File: src/logic/prog_entry_pkg.sv
// constants and types shared by the programming-mode entry logic
package prog_entry_pkg;
    localparam int          KEY_WIDTH      = 32;
    // key value is arbitrary; the real key is defined elsewhere
    localparam logic [31:0] ENTRY_KEY      = 32'h5a5a_c3c3;
    localparam int          FRAME_WIDTH    = 16;
    localparam int          BUF_DEPTH      = 2;
    localparam logic        LVE_RESET_VAL  = 1'b1;
    typedef enum logic [1:0] {
        MODE_IDLE,
        MODE_LV_KEY,
        MODE_LV_PROG,
        MODE_HV_PROG
    } prog_mode_t;
endpackage

File: src/logic/word_buffer.sv
// two-entry valid/ready buffer for received program words
`timescale 1ns/10ps
module word_buffer
    import prog_entry_pkg::*;
#(
    parameter int WIDTH = FRAME_WIDTH
) (
    // clock and reset
    input  wire logic             clk,
    input  wire logic             rst_n,
    // fill side
    input  wire logic             in_valid,
    output logic                  in_ready,
    input  wire logic [WIDTH-1:0] in_data,
    // drain side
    output logic                  out_valid,
    input  wire logic             out_ready,
    output logic      [WIDTH-1:0] out_data
);
    if (WIDTH < 1) begin : g_bad_width
        $error("word_buffer: WIDTH must be positive");
    end

    logic [WIDTH-1:0] mem_r [BUF_DEPTH];
    logic             wr_ptr_r;
    logic             rd_ptr_r;
    logic [1:0]       count_r;
    wire              push = in_valid && in_ready;
    wire              pop  = out_valid && out_ready;

    assign in_ready  = (count_r != 2'd2);
    assign out_valid = (count_r != 2'd0);
    assign out_data  = mem_r[rd_ptr_r];

    always_ff @(posedge clk or negedge rst_n) begin
        if (!rst_n) begin
            wr_ptr_r <= 1'b0;
            rd_ptr_r <= 1'b0;
            count_r  <= 2'd0;
            mem_r[0] <= '0;
            mem_r[1] <= '0;
        end else begin
            if (push) begin
                mem_r[wr_ptr_r] <= in_data;
                wr_ptr_r        <= ~wr_ptr_r;
            end
            if (pop) rd_ptr_r <= ~rd_ptr_r;
            count_r <= count_r + {1'b0, push} - {1'b0, pop};
        end
    end
endmodule // word_buffer

File: src/logic/serial_program_entry.sv
// programming-mode entry detector and serial word receiver
`timescale 1ns/10ps
module serial_program_entry
    import prog_entry_pkg::*;
(
    // clock and reset
    input  wire logic                   clk,
    input  wire logic                   rst_n,
    // programmer pins
    input  wire logic                   prog_serial_clock,
    input  wire logic                   prog_serial_data_in,
    output logic                        prog_serial_data_out,
    output logic                        prog_serial_data_oe,
    input  wire logic                   ext_reset_pin_low,
    input  wire logic                   high_entry_level,
    // configuration
    input  wire logic                   cfg_reset_enable,
    input  wire logic                   clear_lve_req,
    output logic                        low_voltage_entry_enable,
    output logic                        reset_function_on,
    // mode status
    output logic                        prog_mode_active,
    output logic                        hv_mode_active,
    // verify readback to shift out
    input  wire logic                   rd_load,
    input  wire logic [FRAME_WIDTH-1:0] rd_word,
    // received words
    output logic                        word_valid,
    input  wire logic                   word_ready,
    output logic      [FRAME_WIDTH-1:0] word_data
);
    // ------------------------------------------------------------
    // pin synchronisers
    // ------------------------------------------------------------
    logic [1:0] clk_s_r, dat_s_r, rst_s_r, hv_s_r;
    logic       sclk_d_r;
    always_ff @(posedge clk or negedge rst_n) begin
        if (!rst_n) begin
            clk_s_r  <= 2'b00;
            dat_s_r  <= 2'b00;
            rst_s_r  <= 2'b00;
            hv_s_r   <= 2'b00;
            sclk_d_r <= 1'b0;
        end else begin
            clk_s_r  <= {clk_s_r[0], prog_serial_clock};
            dat_s_r  <= {dat_s_r[0], prog_serial_data_in};
            rst_s_r  <= {rst_s_r[0], ext_reset_pin_low};
            hv_s_r   <= {hv_s_r[0], high_entry_level};
            sclk_d_r <= clk_s_r[1];
        end
    end
    wire sclk      = clk_s_r[1];
    wire sdat      = dat_s_r[1];
    wire rst_low   = rst_s_r[1];
    wire hv_level  = hv_s_r[1];
    wire sclk_rise = sclk && !sclk_d_r;
    wire sclk_fall = !sclk && sclk_d_r;

    // ------------------------------------------------------------
    // mode control
    // ------------------------------------------------------------
    prog_mode_t       mode_r, mode_nxt;
    logic [31:0]      key_r;
    logic [5:0]       key_cnt_r;
    logic             lve_r;
    logic             hv_armed_r;
    wire [31:0] key_next = {key_r[30:0], sdat};
    wire key_done     = (key_cnt_r == 6'(KEY_WIDTH - 1)) && sclk_rise;
    wire key_match    = (key_next == ENTRY_KEY);
    wire hv_entry     = hv_level && hv_armed_r;

    always_comb begin
        mode_nxt = mode_r;
        case (mode_r)
            MODE_IDLE: begin
                if (hv_entry) mode_nxt = MODE_HV_PROG;
                else if (rst_low && lve_r) mode_nxt = MODE_LV_KEY;
            end
            MODE_LV_KEY: begin
                if (!rst_low) mode_nxt = MODE_IDLE;
                else if (key_done) begin
                    mode_nxt = key_match ? MODE_LV_PROG : MODE_IDLE;
                end
            end
            MODE_LV_PROG: if (!rst_low) mode_nxt = MODE_IDLE;
            MODE_HV_PROG: if (!hv_level) mode_nxt = MODE_IDLE;
            default: mode_nxt = MODE_IDLE;
        endcase
    end

    // failed key waits for reset release before retrying
    logic key_fail_r;
    always_ff @(posedge clk or negedge rst_n) begin
        if (!rst_n) begin
            mode_r     <= MODE_IDLE;
            hv_armed_r <= 1'b0;
            key_fail_r <= 1'b0;
        end else begin
            mode_r     <= (key_fail_r && mode_nxt == MODE_LV_KEY)
                          ? MODE_IDLE : mode_nxt;
            hv_armed_r <= !sclk && !sdat && !hv_level;
            if (!rst_low) key_fail_r <= 1'b0;
            else if (mode_r == MODE_LV_KEY && key_done && !key_match)
                key_fail_r <= 1'b1;
        end
    end

    always_ff @(posedge clk or negedge rst_n) begin
        if (!rst_n) begin
            key_r     <= '0;
            key_cnt_r <= '0;
        end else if (mode_r != MODE_LV_KEY || !rst_low) begin
            key_r     <= '0;
            key_cnt_r <= '0;
        end else if (sclk_rise) begin
            key_r     <= key_next;
            key_cnt_r <= key_cnt_r + 6'd1;
        end
    end

    always_ff @(posedge clk or negedge rst_n) begin
        if (!rst_n) lve_r <= LVE_RESET_VAL;
        else if (clear_lve_req && mode_r == MODE_HV_PROG) lve_r <= 1'b0;
    end
    assign low_voltage_entry_enable = lve_r;
    assign reset_function_on = lve_r || cfg_reset_enable;
    assign prog_mode_active  = (mode_r == MODE_LV_PROG)
                               || (mode_r == MODE_HV_PROG);
    assign hv_mode_active    = (mode_r == MODE_HV_PROG);

    // ------------------------------------------------------------
    // serial data transfers
    // ------------------------------------------------------------
    logic [FRAME_WIDTH-1:0] rx_r, tx_r;
    logic [4:0]             bit_cnt_r;
    logic                   rx_valid_r, tx_act_r, oe_r;
    logic                   buf_ready;
    // ignores incoming bits while the buffer is full, so they are lost
    wire rx_bit = prog_mode_active && sclk_rise && !tx_act_r && buf_ready;
    wire rx_end = rx_bit && (bit_cnt_r == 5'(FRAME_WIDTH - 1));

    always_ff @(posedge clk or negedge rst_n) begin
        if (!rst_n) begin
            rx_r       <= '0;
            bit_cnt_r  <= '0;
            rx_valid_r <= 1'b0;
            tx_r       <= '0;
            tx_act_r   <= 1'b0;
            oe_r       <= 1'b0;
        end else if (!prog_mode_active) begin
            bit_cnt_r  <= '0;
            rx_valid_r <= 1'b0;
            tx_act_r   <= 1'b0;
            oe_r       <= 1'b0;
        end else begin
            rx_valid_r <= rx_end;
            if (rx_bit) begin
                rx_r      <= {sdat, rx_r[FRAME_WIDTH-1:1]};
                bit_cnt_r <= rx_end ? 5'd0 : bit_cnt_r + 5'd1;
            end
            if (rd_load && !tx_act_r) begin
                tx_r      <= rd_word;
                tx_act_r  <= 1'b1;
                bit_cnt_r <= '0;
            end else if (tx_act_r && sclk_fall) begin
                oe_r <= 1'b1;
                if (oe_r) tx_r <= {1'b0, tx_r[FRAME_WIDTH-1:1]};
                if (oe_r && bit_cnt_r == 5'(FRAME_WIDTH - 1)) begin
                    tx_act_r  <= 1'b0;
                    oe_r      <= 1'b0;
                    bit_cnt_r <= '0;
                end else if (oe_r) bit_cnt_r <= bit_cnt_r + 5'd1;
            end
        end
    end
    assign prog_serial_data_out = tx_r[0];
    assign prog_serial_data_oe  = oe_r;

    word_buffer #(.WIDTH(FRAME_WIDTH)) u_buf (
        .clk       (clk),
        .rst_n     (rst_n),
        .in_valid  (rx_valid_r),
        .in_ready  (buf_ready),
        .in_data   (rx_r),
        .out_valid (word_valid),
        .out_ready (word_ready),
        .out_data  (word_data)
    );

    // ------------------------------------------------------------
    // assertions
    // ------------------------------------------------------------
    property p_lv_needs_enable;
        @(posedge clk) disable iff (!rst_n)
        !lve_r |-> mode_r != MODE_LV_KEY && mode_r != MODE_LV_PROG;
    endproperty
    a_lv_needs_enable: assert property (p_lv_needs_enable)
        else $error("low-voltage entry without enable bit");

    property p_lve_clear_hv;
        @(posedge clk) disable iff (!rst_n)
        $fell(lve_r) |-> $past(mode_r) == MODE_HV_PROG;
    endproperty
    a_lve_clear_hv: assert property (p_lve_clear_hv)
        else $error("enable bit cleared outside high-voltage mode");

    property p_reset_forced;
        @(posedge clk) disable iff (!rst_n)
        lve_r |-> reset_function_on;
    endproperty
    a_reset_forced: assert property (p_reset_forced)
        else $error("reset function off while enable bit set");

    property p_lv_exit;
        @(posedge clk) disable iff (!rst_n)
        (mode_r == MODE_LV_PROG && !rst_low) |=> mode_r == MODE_IDLE;
    endproperty
    a_lv_exit: assert property (p_lv_exit)
        else $error("low-voltage mode kept after reset release");

    property p_key_match;
        @(posedge clk) disable iff (!rst_n)
        $rose(mode_r == MODE_LV_PROG)
            |-> key_r == ENTRY_KEY && key_cnt_r == 6'(KEY_WIDTH);
    endproperty
    a_key_match: assert property (p_key_match)
        else $error("program mode entered without key match");

    property p_key_clear;
        @(posedge clk) disable iff (!rst_n)
        !rst_low |=> key_cnt_r == 6'd0;
    endproperty
    a_key_clear: assert property (p_key_clear)
        else $error("partial key kept after reset release");

    property p_hv_entry;
        @(posedge clk) disable iff (!rst_n)
        (mode_r == MODE_IDLE && hv_entry) |=> mode_r == MODE_HV_PROG;
    endproperty
    a_hv_entry: assert property (p_hv_entry)
        else $error("high-voltage entry not taken");

    property p_oe_in_mode;
        @(posedge clk) disable iff (!rst_n)
        prog_serial_data_oe |-> $past(prog_mode_active);
    endproperty
    a_oe_in_mode: assert property (p_oe_in_mode)
        else $error("data pin driven outside program mode");

    property p_rx_word;
        @(posedge clk) disable iff (!rst_n)
        rx_end |=> rx_valid_r;
    endproperty
    a_rx_word: assert property (p_rx_word)
        else $error("received word not presented");

    c_hv: cover property (@(posedge clk) mode_r == MODE_HV_PROG);
    c_lv: cover property (@(posedge clk) mode_r == MODE_LV_PROG);
    c_word: cover property (@(posedge clk) word_valid && word_ready);
    c_full: cover property (@(posedge clk) !buf_ready);
endmodule // serial_program_entry

File: config.mk
export PLATFORM = sky130hd
export DESIGN_NAME = serial_program_entry
export DESIGN_NICKNAME = d
export VERILOG_FILES = /design/src/logic/prog_entry_pkg.sv /design/src/logic/word_buffer.sv /design/src/logic/serial_program_entry.sv
export SDC_FILE = /design/constraint.sdc
export NUM_CORES = 1
export LEC_CHECK = 0
export BUFFER_PORTS_ARGS = -buffer_cell sky130_fd_sc_hd__buf_2
export CAP_MARGIN = 10
export CORE_ASPECT_RATIO = 0.9
export CORE_MARGIN = 3
export CORE_UTILIZATION = 49
export CTS_CLUSTER_SIZE = 14
export DETAILED_ROUTE_END_ITERATION = 12
export PLACE_DENSITY = 0.76
export SETUP_SLACK_MARGIN = 0.02
export SYNTH_ARGS = -nofsm -noshare
export SYNTH_HDL_FRONTEND = slang
export SYNTH_HIERARCHICAL = 1
export SYNTH_SLANG_ARGS = --single-unit
File: constraint.sdc
create_clock -name clk -period 4.02 [get_ports clk]
set_input_delay 0.201 -clock clk [delete_from_list [all_inputs] [get_ports clk]]
set_output_delay 0.201 -clock clk [all_outputs]
set_load 0.02 [all_outputs]
==> results of run 1 <==
-- worst paths after layout --
check	end	slack (ns)	cells past startpoint
setup / recovery	rx_r[15]	1.92	3
hold / removal	u_buf/mem_r[0]	-0.02	1
setup reg to reg	rx_r[15]	1.92	3
hold reg to reg	dat_s_r[1]	0.37	0
max in group asynchronous	low_voltage_entry_enable	3.09	2
min in group clk	tx_r[15]	0.06	2
-- what timing repair did --
action                                 in CTS  in global routing
endpoints found under the hold margin       5                  0
hold buffers                                5                  0
setup endpoints to repair                   0                  0
-- per-layer routing --
metal  up-vias  global-route usage (%)  part of all wire, %
met5         -                       0                    0
met4         0                    5.61                  1.5
met3        18                    4.85                  3.7
met2        74                    29.7                   51
met1      1780                    22.7                   44
li1       1721                       -                    -
-- Yosys cell counts, types with 2 or more instances --
cell	instances
sky130_fd_sc_hd__mux2_1	16
sky130_fd_sc_hd__o211a_1	2
sky130_fd_sc_hd__a32o_1	3
sky130_fd_sc_hd__buf_1	2
sky130_fd_sc_hd__nor2b_1	3
sky130_fd_sc_hd__and2_1	3
sky130_fd_sc_hd__nor2_1	7
sky130_fd_sc_hd__or4b_1	3
sky130_fd_sc_hd__mux2_2	34
sky130_fd_sc_hd__nand3b_1	2
sky130_fd_sc_hd__a211oi_1	2
sky130_fd_sc_hd__or3_1	3
sky130_fd_sc_hd__inv_2	2
sky130_fd_sc_hd__inv_1	3
sky130_fd_sc_hd__and3_1	2
sky130_fd_sc_hd__o21ai_1	19
sky130_fd_sc_hd__xnor2_1	4
sky130_fd_sc_hd__mux2i_1	15
sky130_fd_sc_hd__dfrtp_1	126
sky130_fd_sc_hd__nand3_1	4
sky130_fd_sc_hd__o21ai_0	3
sky130_fd_sc_hd__nand2_1	89
sky130_fd_sc_hd__nor3_1	3
sky130_fd_sc_hd__or2_2	3
sky130_fd_sc_hd__nand4b_1	4
sky130_fd_sc_hd__ha_1	4
sky130_fd_sc_hd__mux2_4	14
sky130_fd_sc_hd__xor2_1	2
sky130_fd_sc_hd__a21oi_1	39
sky130_fd_sc_hd__nand2b_1	5
sky130_fd_sc_hd__nor4_2	2
sky130_fd_sc_hd__clkbuf_1	16
sky130_fd_sc_hd__buf_2	5
-- registers in the layout, summed over array words and instances (netlist names), 2 cells and up --
signal and cells:
rx_r 16, u_buf/mem_r 32, hv_s_r 2, tx_r 16, rst_s_r 2, key_cnt_r 6
clk_s_r 2, key_r 31, dat_s_r 2, mode_r 2, u_buf/count_r 2, bit_cnt_r 5
-- where the power goes --
group	switching (mW)	internal, mW
registers	0.102	1.40
clock network	0.579	1.07
logic	0.238	0.163
total	0.919	2.63
-- per-stage QoR --
stage / worst slack (ns) / total power, mW / std cells
final: 1.92 / 3.55 / 683
after global routing: 1.79 / 3.70 / 683
after CTS: 1.91 / 3.57 / 682
after detailed placement: 1.93 / 1.91 / 645
after global placement: 1.99 / 1.89 / 645
after floorplan: 2.37 / 1.79 / 465
-- critical path, stage by stage, from the launching register on --
cell,delay (ns)
sky130_fd_sc_hd__dfrtp_1,0.56
sky130_fd_sc_hd__and4bb_1,0.30
sky130_fd_sc_hd__and2_1,0.70
sky130_fd_sc_hd__mux2_1,0.40
-- cell usage in the layout, fill, tap and decap left out, drive strengths merged, types with 2 or more instances in the layout --
master and n:
nand3b 2, clkbuf 18, nand2b 5, and3 2, xor2 2, clkinv 4, bufinv 4, buf 54
ha 4, nor2b 4, dfrtp 126, a211oi 2, or3 3, o211a 2, nand2 89, nand3 5
or2 3, o21ai 22, mux2 64, nor2 7, a32o 3, and2 3, inv 9, dlygate4sd3 5
nand4b 4, clkinvlp 2, mux2i 15, xnor2 4, or4b 3, nor4 2, nor3 4, a21oi 40
-- cells by family (layout without fill, tap and decap cells) --
family | Yosys count | count (layout)
AND/OR/NAND/NOR | 144 | 144
AO/OA/AOI/OAI | 75 | 75
adder cells (fa/ha/maj) | 4 | 4
buffers and inverters | 30 | 96
multiplexers | 79 | 79
flip-flops | 127 | 127
XOR/XNOR | 6 | 6
-- final cells by class --
| cell class | instances | share of cell area [%] |
|---|---|---|
| repair buffers | 59 | 5.23 |
| inverters | 5 | 0.284 |
| flip-flops and latches | 127 | 48.1 |
| well taps | 152 | 2.88 |
| clock buffers | 18 | 6.65 |
| clock inverters | 14 | 3.11 |
| multi-input cells | 308 | 33.7 |
==> results.cfg, run 1 <==
[status]
status = finished, violations left
violations = hold timing

[sta]
period_minus_slack_ns = 2.10
post-route-period-util_pct = 52.2
grt_setup_unrepaired = no
normalized_max_slew_margin_pct = 25.6
tightestPinTransition_ns = 1.11
fin_hold_viols = 6
worst_hold_slack_ns = -0.0165
final-max-slew-violation-count = 0
final.setup_skew_ns = 0.0101
fmax_mhz = 476
totalNegativeSetupSlack_ns = 0
timing.final.setup_violations = 0

[cells_and_area]
finish.instance_area_sq_um = 6600
syn2layout_area_growth_pct = 19.2
num-nets-final = 548
diodes = 0
final_util_pct = 60.3
multi_input_logic_area_sq_um = 2230
fill_cells = 831
final-seq-area_sq_um = 3180
drive_above_1_share_pct = 28.8

[logic_synthesis]
synth_enable_flop_cells = 0
yosys.area_share.xor_xnor_pct = 0.949
mappedNetlistNets = 495
yosys.area.top_type = sky130_fd_sc_hd__dfrtp_1
synth_seq_area_share_pct = 57.4
synth_simple_gate_area_share_pct = 13.6
largest_family_of_logic_cells_by_synthesized_area = multiplexers
syn-instance-count = 465
synth-compound-area-share_pct = 7.93
post_synth_num_cell_types = 54
postSynthAreaPerCell_sq_um = 11.9
syn_area_sq_um = 5540
ys.flop_type = sky130_fd_sc_hd__dfrtp_1
ys.warnings.count = 6
synth.ff_latch_count = 127
synth_top_area_share_pct = 56.9
netlist_top_cells_area = sky130_fd_sc_hd__dfrtp_1 57%, sky130_fd_sc_hd__mux2_2 6.9%, sky130_fd_sc_hd__nand2_1 6.0%
synthMuxAreaShare_pct = 16.7
yosys.area_share.adder_pct = 0.904
share_of_synthesized_flip_flops_with_an_asynchronous_set_or_reset_pct = 100

[setup_path]
critical_path_arrival_ns = 2.38
endpoint_kind = flop
ws_path_type = reg2reg
worstPathMaxFanout = 16
startpoint = mode_r[1]
worst_ep_required_time_ns = 4.30
setup.worst_path.start_class = flop
r2r-start = mode_r[1]

[detailed_routing]
routed-via-count = 3593
wire_per_inst_microns = 15.8
postRouteAntennaNets = 0
avgViaCountPerCell = 5.26
detail_route.first_pass.iterations = 5
drt-total-wl_microns = 10800
drtIter0Drc = 233
number_of_remaining_drc_errors = 0

[power_and_ir_drop]
ir_worst_vdd_mv = 0.239
power_density_nw_per_um2 = 537
leakagePower_nw = 3.09

[floorplan]
floorplan.die_area_sq_um = 12600
rows = 36
die_h_microns = 107
initial_utilization_pct = 50.6
floorplan_die_width_microns = 118
pin_count = 49
design.core.area_sq_um = 10900

[global_routing]
antenna_found_initial = 0
grt_use_total_pct = 17.8
grt_start_max_net_pins = 86
first_global_vias = 3698
grt_overflow = 0
grt_pass1_wl_microns = 17900

[clocking]
clk_slew_on_worst_s_h_paths_ns = 0.06
clock_tree_from_tritoncts = yes
clock_tree.htree_level_count = 4
clkLatencyLatePin_ns = 0.41
cts_made_buffers = 17
cts-resized-gates = 0
clock_sink_count = 127
cts_root_buf = sky130_fd_sc_hd__clkbuf_16
postCtsSetupRepairBufs = 0
clock_tree.buffer_depth = 2

[place]
post_dp_cell_area_sq_um = 5890
globalplace.congestion = 0.739
port_buffers = 48
hpwlAfterDp_microns = 6520

[flow_run]
maxCapViolCount = 0

[hold_path]
hold_path_class = in2async
No activity file was read; power rests on OpenSTA's default activity.
==> inputs of run 2 (changes only) <==
Settings changed: PLACE_DENSITY 0.76 to 0.78.
Clock period 4.02 ns to 1.9 ns, I/O delays scaled along.
==> results.cfg, run 2 (synthesized netlist as in run 1, its figures left out) <==
[setup_path]
r2r-start = key_r[4]
worstPathCellList = or4b_1 > nor4_4 > nand3b_1 > a311oi_2
endpoint_kind = flop
ws_path_type = reg2reg
worstPathMaxFanout = 3
worst_ep_required_time_ns = 2.21
worst_r2r_endpoint = mode_r[0]
startpoint = key_r[4]
timing.critical_path.slowest_cell_delay_ns = 0.58
reg2regPathDepth = 4
r2r_slack_ns = 0.14
critical_path_arrival_ns = 2.08
setup.worst_path.start_class = flop
timing.critical_path.slowest_stage_cell = sky130_fd_sc_hd__or4b_1

[sta]
fin_hold_viols = 0
final-max-slew-violation-count = 0
final.setup_skew_ns = 0.0106
fmax_mhz = 567
timing.final.setup_violations = 0
totalNegativeSetupSlack_ns = 0
tightestPinTransition_ns = 0.523
normalized_max_slew_margin_pct = 65.2
post-route-period-util_pct = 92.9
period_minus_slack_ns = 1.76
grt_setup_unrepaired = no

[power_and_ir_drop]
ir_worst_vdd_mv = 0.752
leakagePower_nw = 3.20
total_power_mw = 7.23
power_density_nw_per_um2 = 1060

[global_routing]
first_global_vias = 3907
grt.met2_usage_pct = 31.8
globalRoute.busiestLayer = met2
antenna_found_initial = 0
grt_start_max_net_pins = 46
gr-usage-met3_pct = 4.91
grt_pass1_wl_microns = 19300
grt_use_total_pct = 19.2
groute.layer.met1.usage_pct = 24.7
grt_overflow = 0

[floorplan]
initial_utilization_pct = 50.6
die_h_microns = 107
floorplan.die_area_sq_um = 12600
design.core.area_sq_um = 10900
floorplan_die_width_microns = 118
pin_count = 49
rows = 36

[cells_and_area]
multi_input_logic_area_sq_um = 2240
fill_cells = 817
num-nets-final = 576
largest_regs = u_buf/mem_r x32, key_r x31
top_register_by_number_of_flip_flops = u_buf/mem_r
diodes = 0
final-seq-area_sq_um = 3180
largest_register_ff_count = 32
final_cell_mix = 126 x sky130_fd_sc_hd__dfrtp_1, 89 x sky130_fd_sc_hd__nand2_1, 47 x sky130_fd_sc_hd__buf_2, 39 x sky130_fd_sc_hd__a21oi_1, 34 x sky130_fd_sc_hd__mux2_2
syn2layout_area_growth_pct = 23.6
drive_above_1_share_pct = 29.7
most_common_cell_after_layout_fill_and_taps_aside = sky130_fd_sc_hd__dfrtp_1

[clocking]
clock_sink_count = 127
clkLatencyLatePin_ns = 0.41
clock_tree.buffer_depth = 2
clock_tree_from_tritoncts = yes
cts_made_buffers = 17
clock_tree.htree_level_count = 4
clk_slew_on_worst_s_h_paths_ns = 0.06
cts_root_buf = sky130_fd_sc_hd__clkbuf_16

[status]
status = complete, no violations

[detailed_routing]
routed-via-count = 3737
number_of_remaining_drc_errors = 0
avgViaCountPerCell = 5.26
postRouteAntennaNets = 0
detail_route.first_pass.iterations = 5
wire_per_inst_microns = 15.7
drtIter0Drc = 275
drt-total-wl_microns = 11200

[hold_path]
hold_depth = 3
timing.hold.worst.start = rd_word[3]
hold_path_class = in2reg
hold_end = tx_r[3]

[flow_run]
maxCapViolCount = 0

[place]
port_buffers = 48
globalplace.congestion = 0.732
hpwlAfterDp_microns = 6880
-- run 2: cell types whose count changed in the layout (fill, tap and decap cells not counted), moves of 4 or more --
cell                            before  now
sky130_fd_sc_hd__buf_4               6   14
sky130_fd_sc_hd__buf_12              0    4
sky130_fd_sc_hd__clkinvlp_4          2    7
sky130_fd_sc_hd__dlygate4sd3_1       5   22
-- run 2: layout make-up --
cell class                      count  area share [%]
Multi-Input combinational cell    308            32.7
Timing Repair Buffer               87            9.36
Sequential cell                   127            46.4
Clock buffer                       20            6.82
Clock inverter                     12            1.61
Inverter                            5           0.274
Tap cell                          152            2.78
-- run 2: metrics by stage --
stage / setup slack [ns] / instances / hold WS (ns) / cell area (sq um) / utilization, %
after floorplan: 0.246 / 465 / -0.201 / 5540 / -
after global placement: 0.170 / 656 / 0.0943 / 6030 / 55.1
after detailed placement: 0.126 / 656 / 0.103 / 6030 / 55.1
after CTS: 0.101 / 710 / 0.0147 / 6820 / 62.3
after global routing: 0.0350 / 711 / 0.0211 / 6850 / 62.6
final: 0.136 / 711 / 0.00808 / 6850 / 62.6
-- run 2: power by group --
group          switching [mW]  internal (mW)
clock network            1.20           1.90
registers               0.186           2.96
logic                   0.562          0.420
-- run 2: timing repair --
item	CTS	global route
endpoints found under the hold margin	55	0
hold buffers	22	0
gates resized for setup	0	3
endpoints found under the setup margin	0	1
buffers inserted	0	1
-- run 2: critical path, delay by kind of cell (launching register included) --
family	cells	cell delay [ns]
and+or+nand+nor	3	1.04
DFF	1	0.39
AOI/OAI and AO/OA	1	0.25
-- run 2: per-layer routing --
metal  vias to the layer above  part of all wire, %
met5                         -                    0
met4                         0                 0.99
met3                        10                  3.2
met2                        66                   51
met1                      1879                   45
li1                       1782                    -
-- run 2: worst max path at each step --
stage,to,cells after the start,slack [ns]
final,mode_r[0],4,0.14
after global routing,mode_r[0],4,0.03
after CTS,mode_r[0],5,0.10
after detailed placement,mode_r[0],5,0.13
after global placement,mode_r[0],5,0.17
after floorplan,rx_r[10],5,0.25
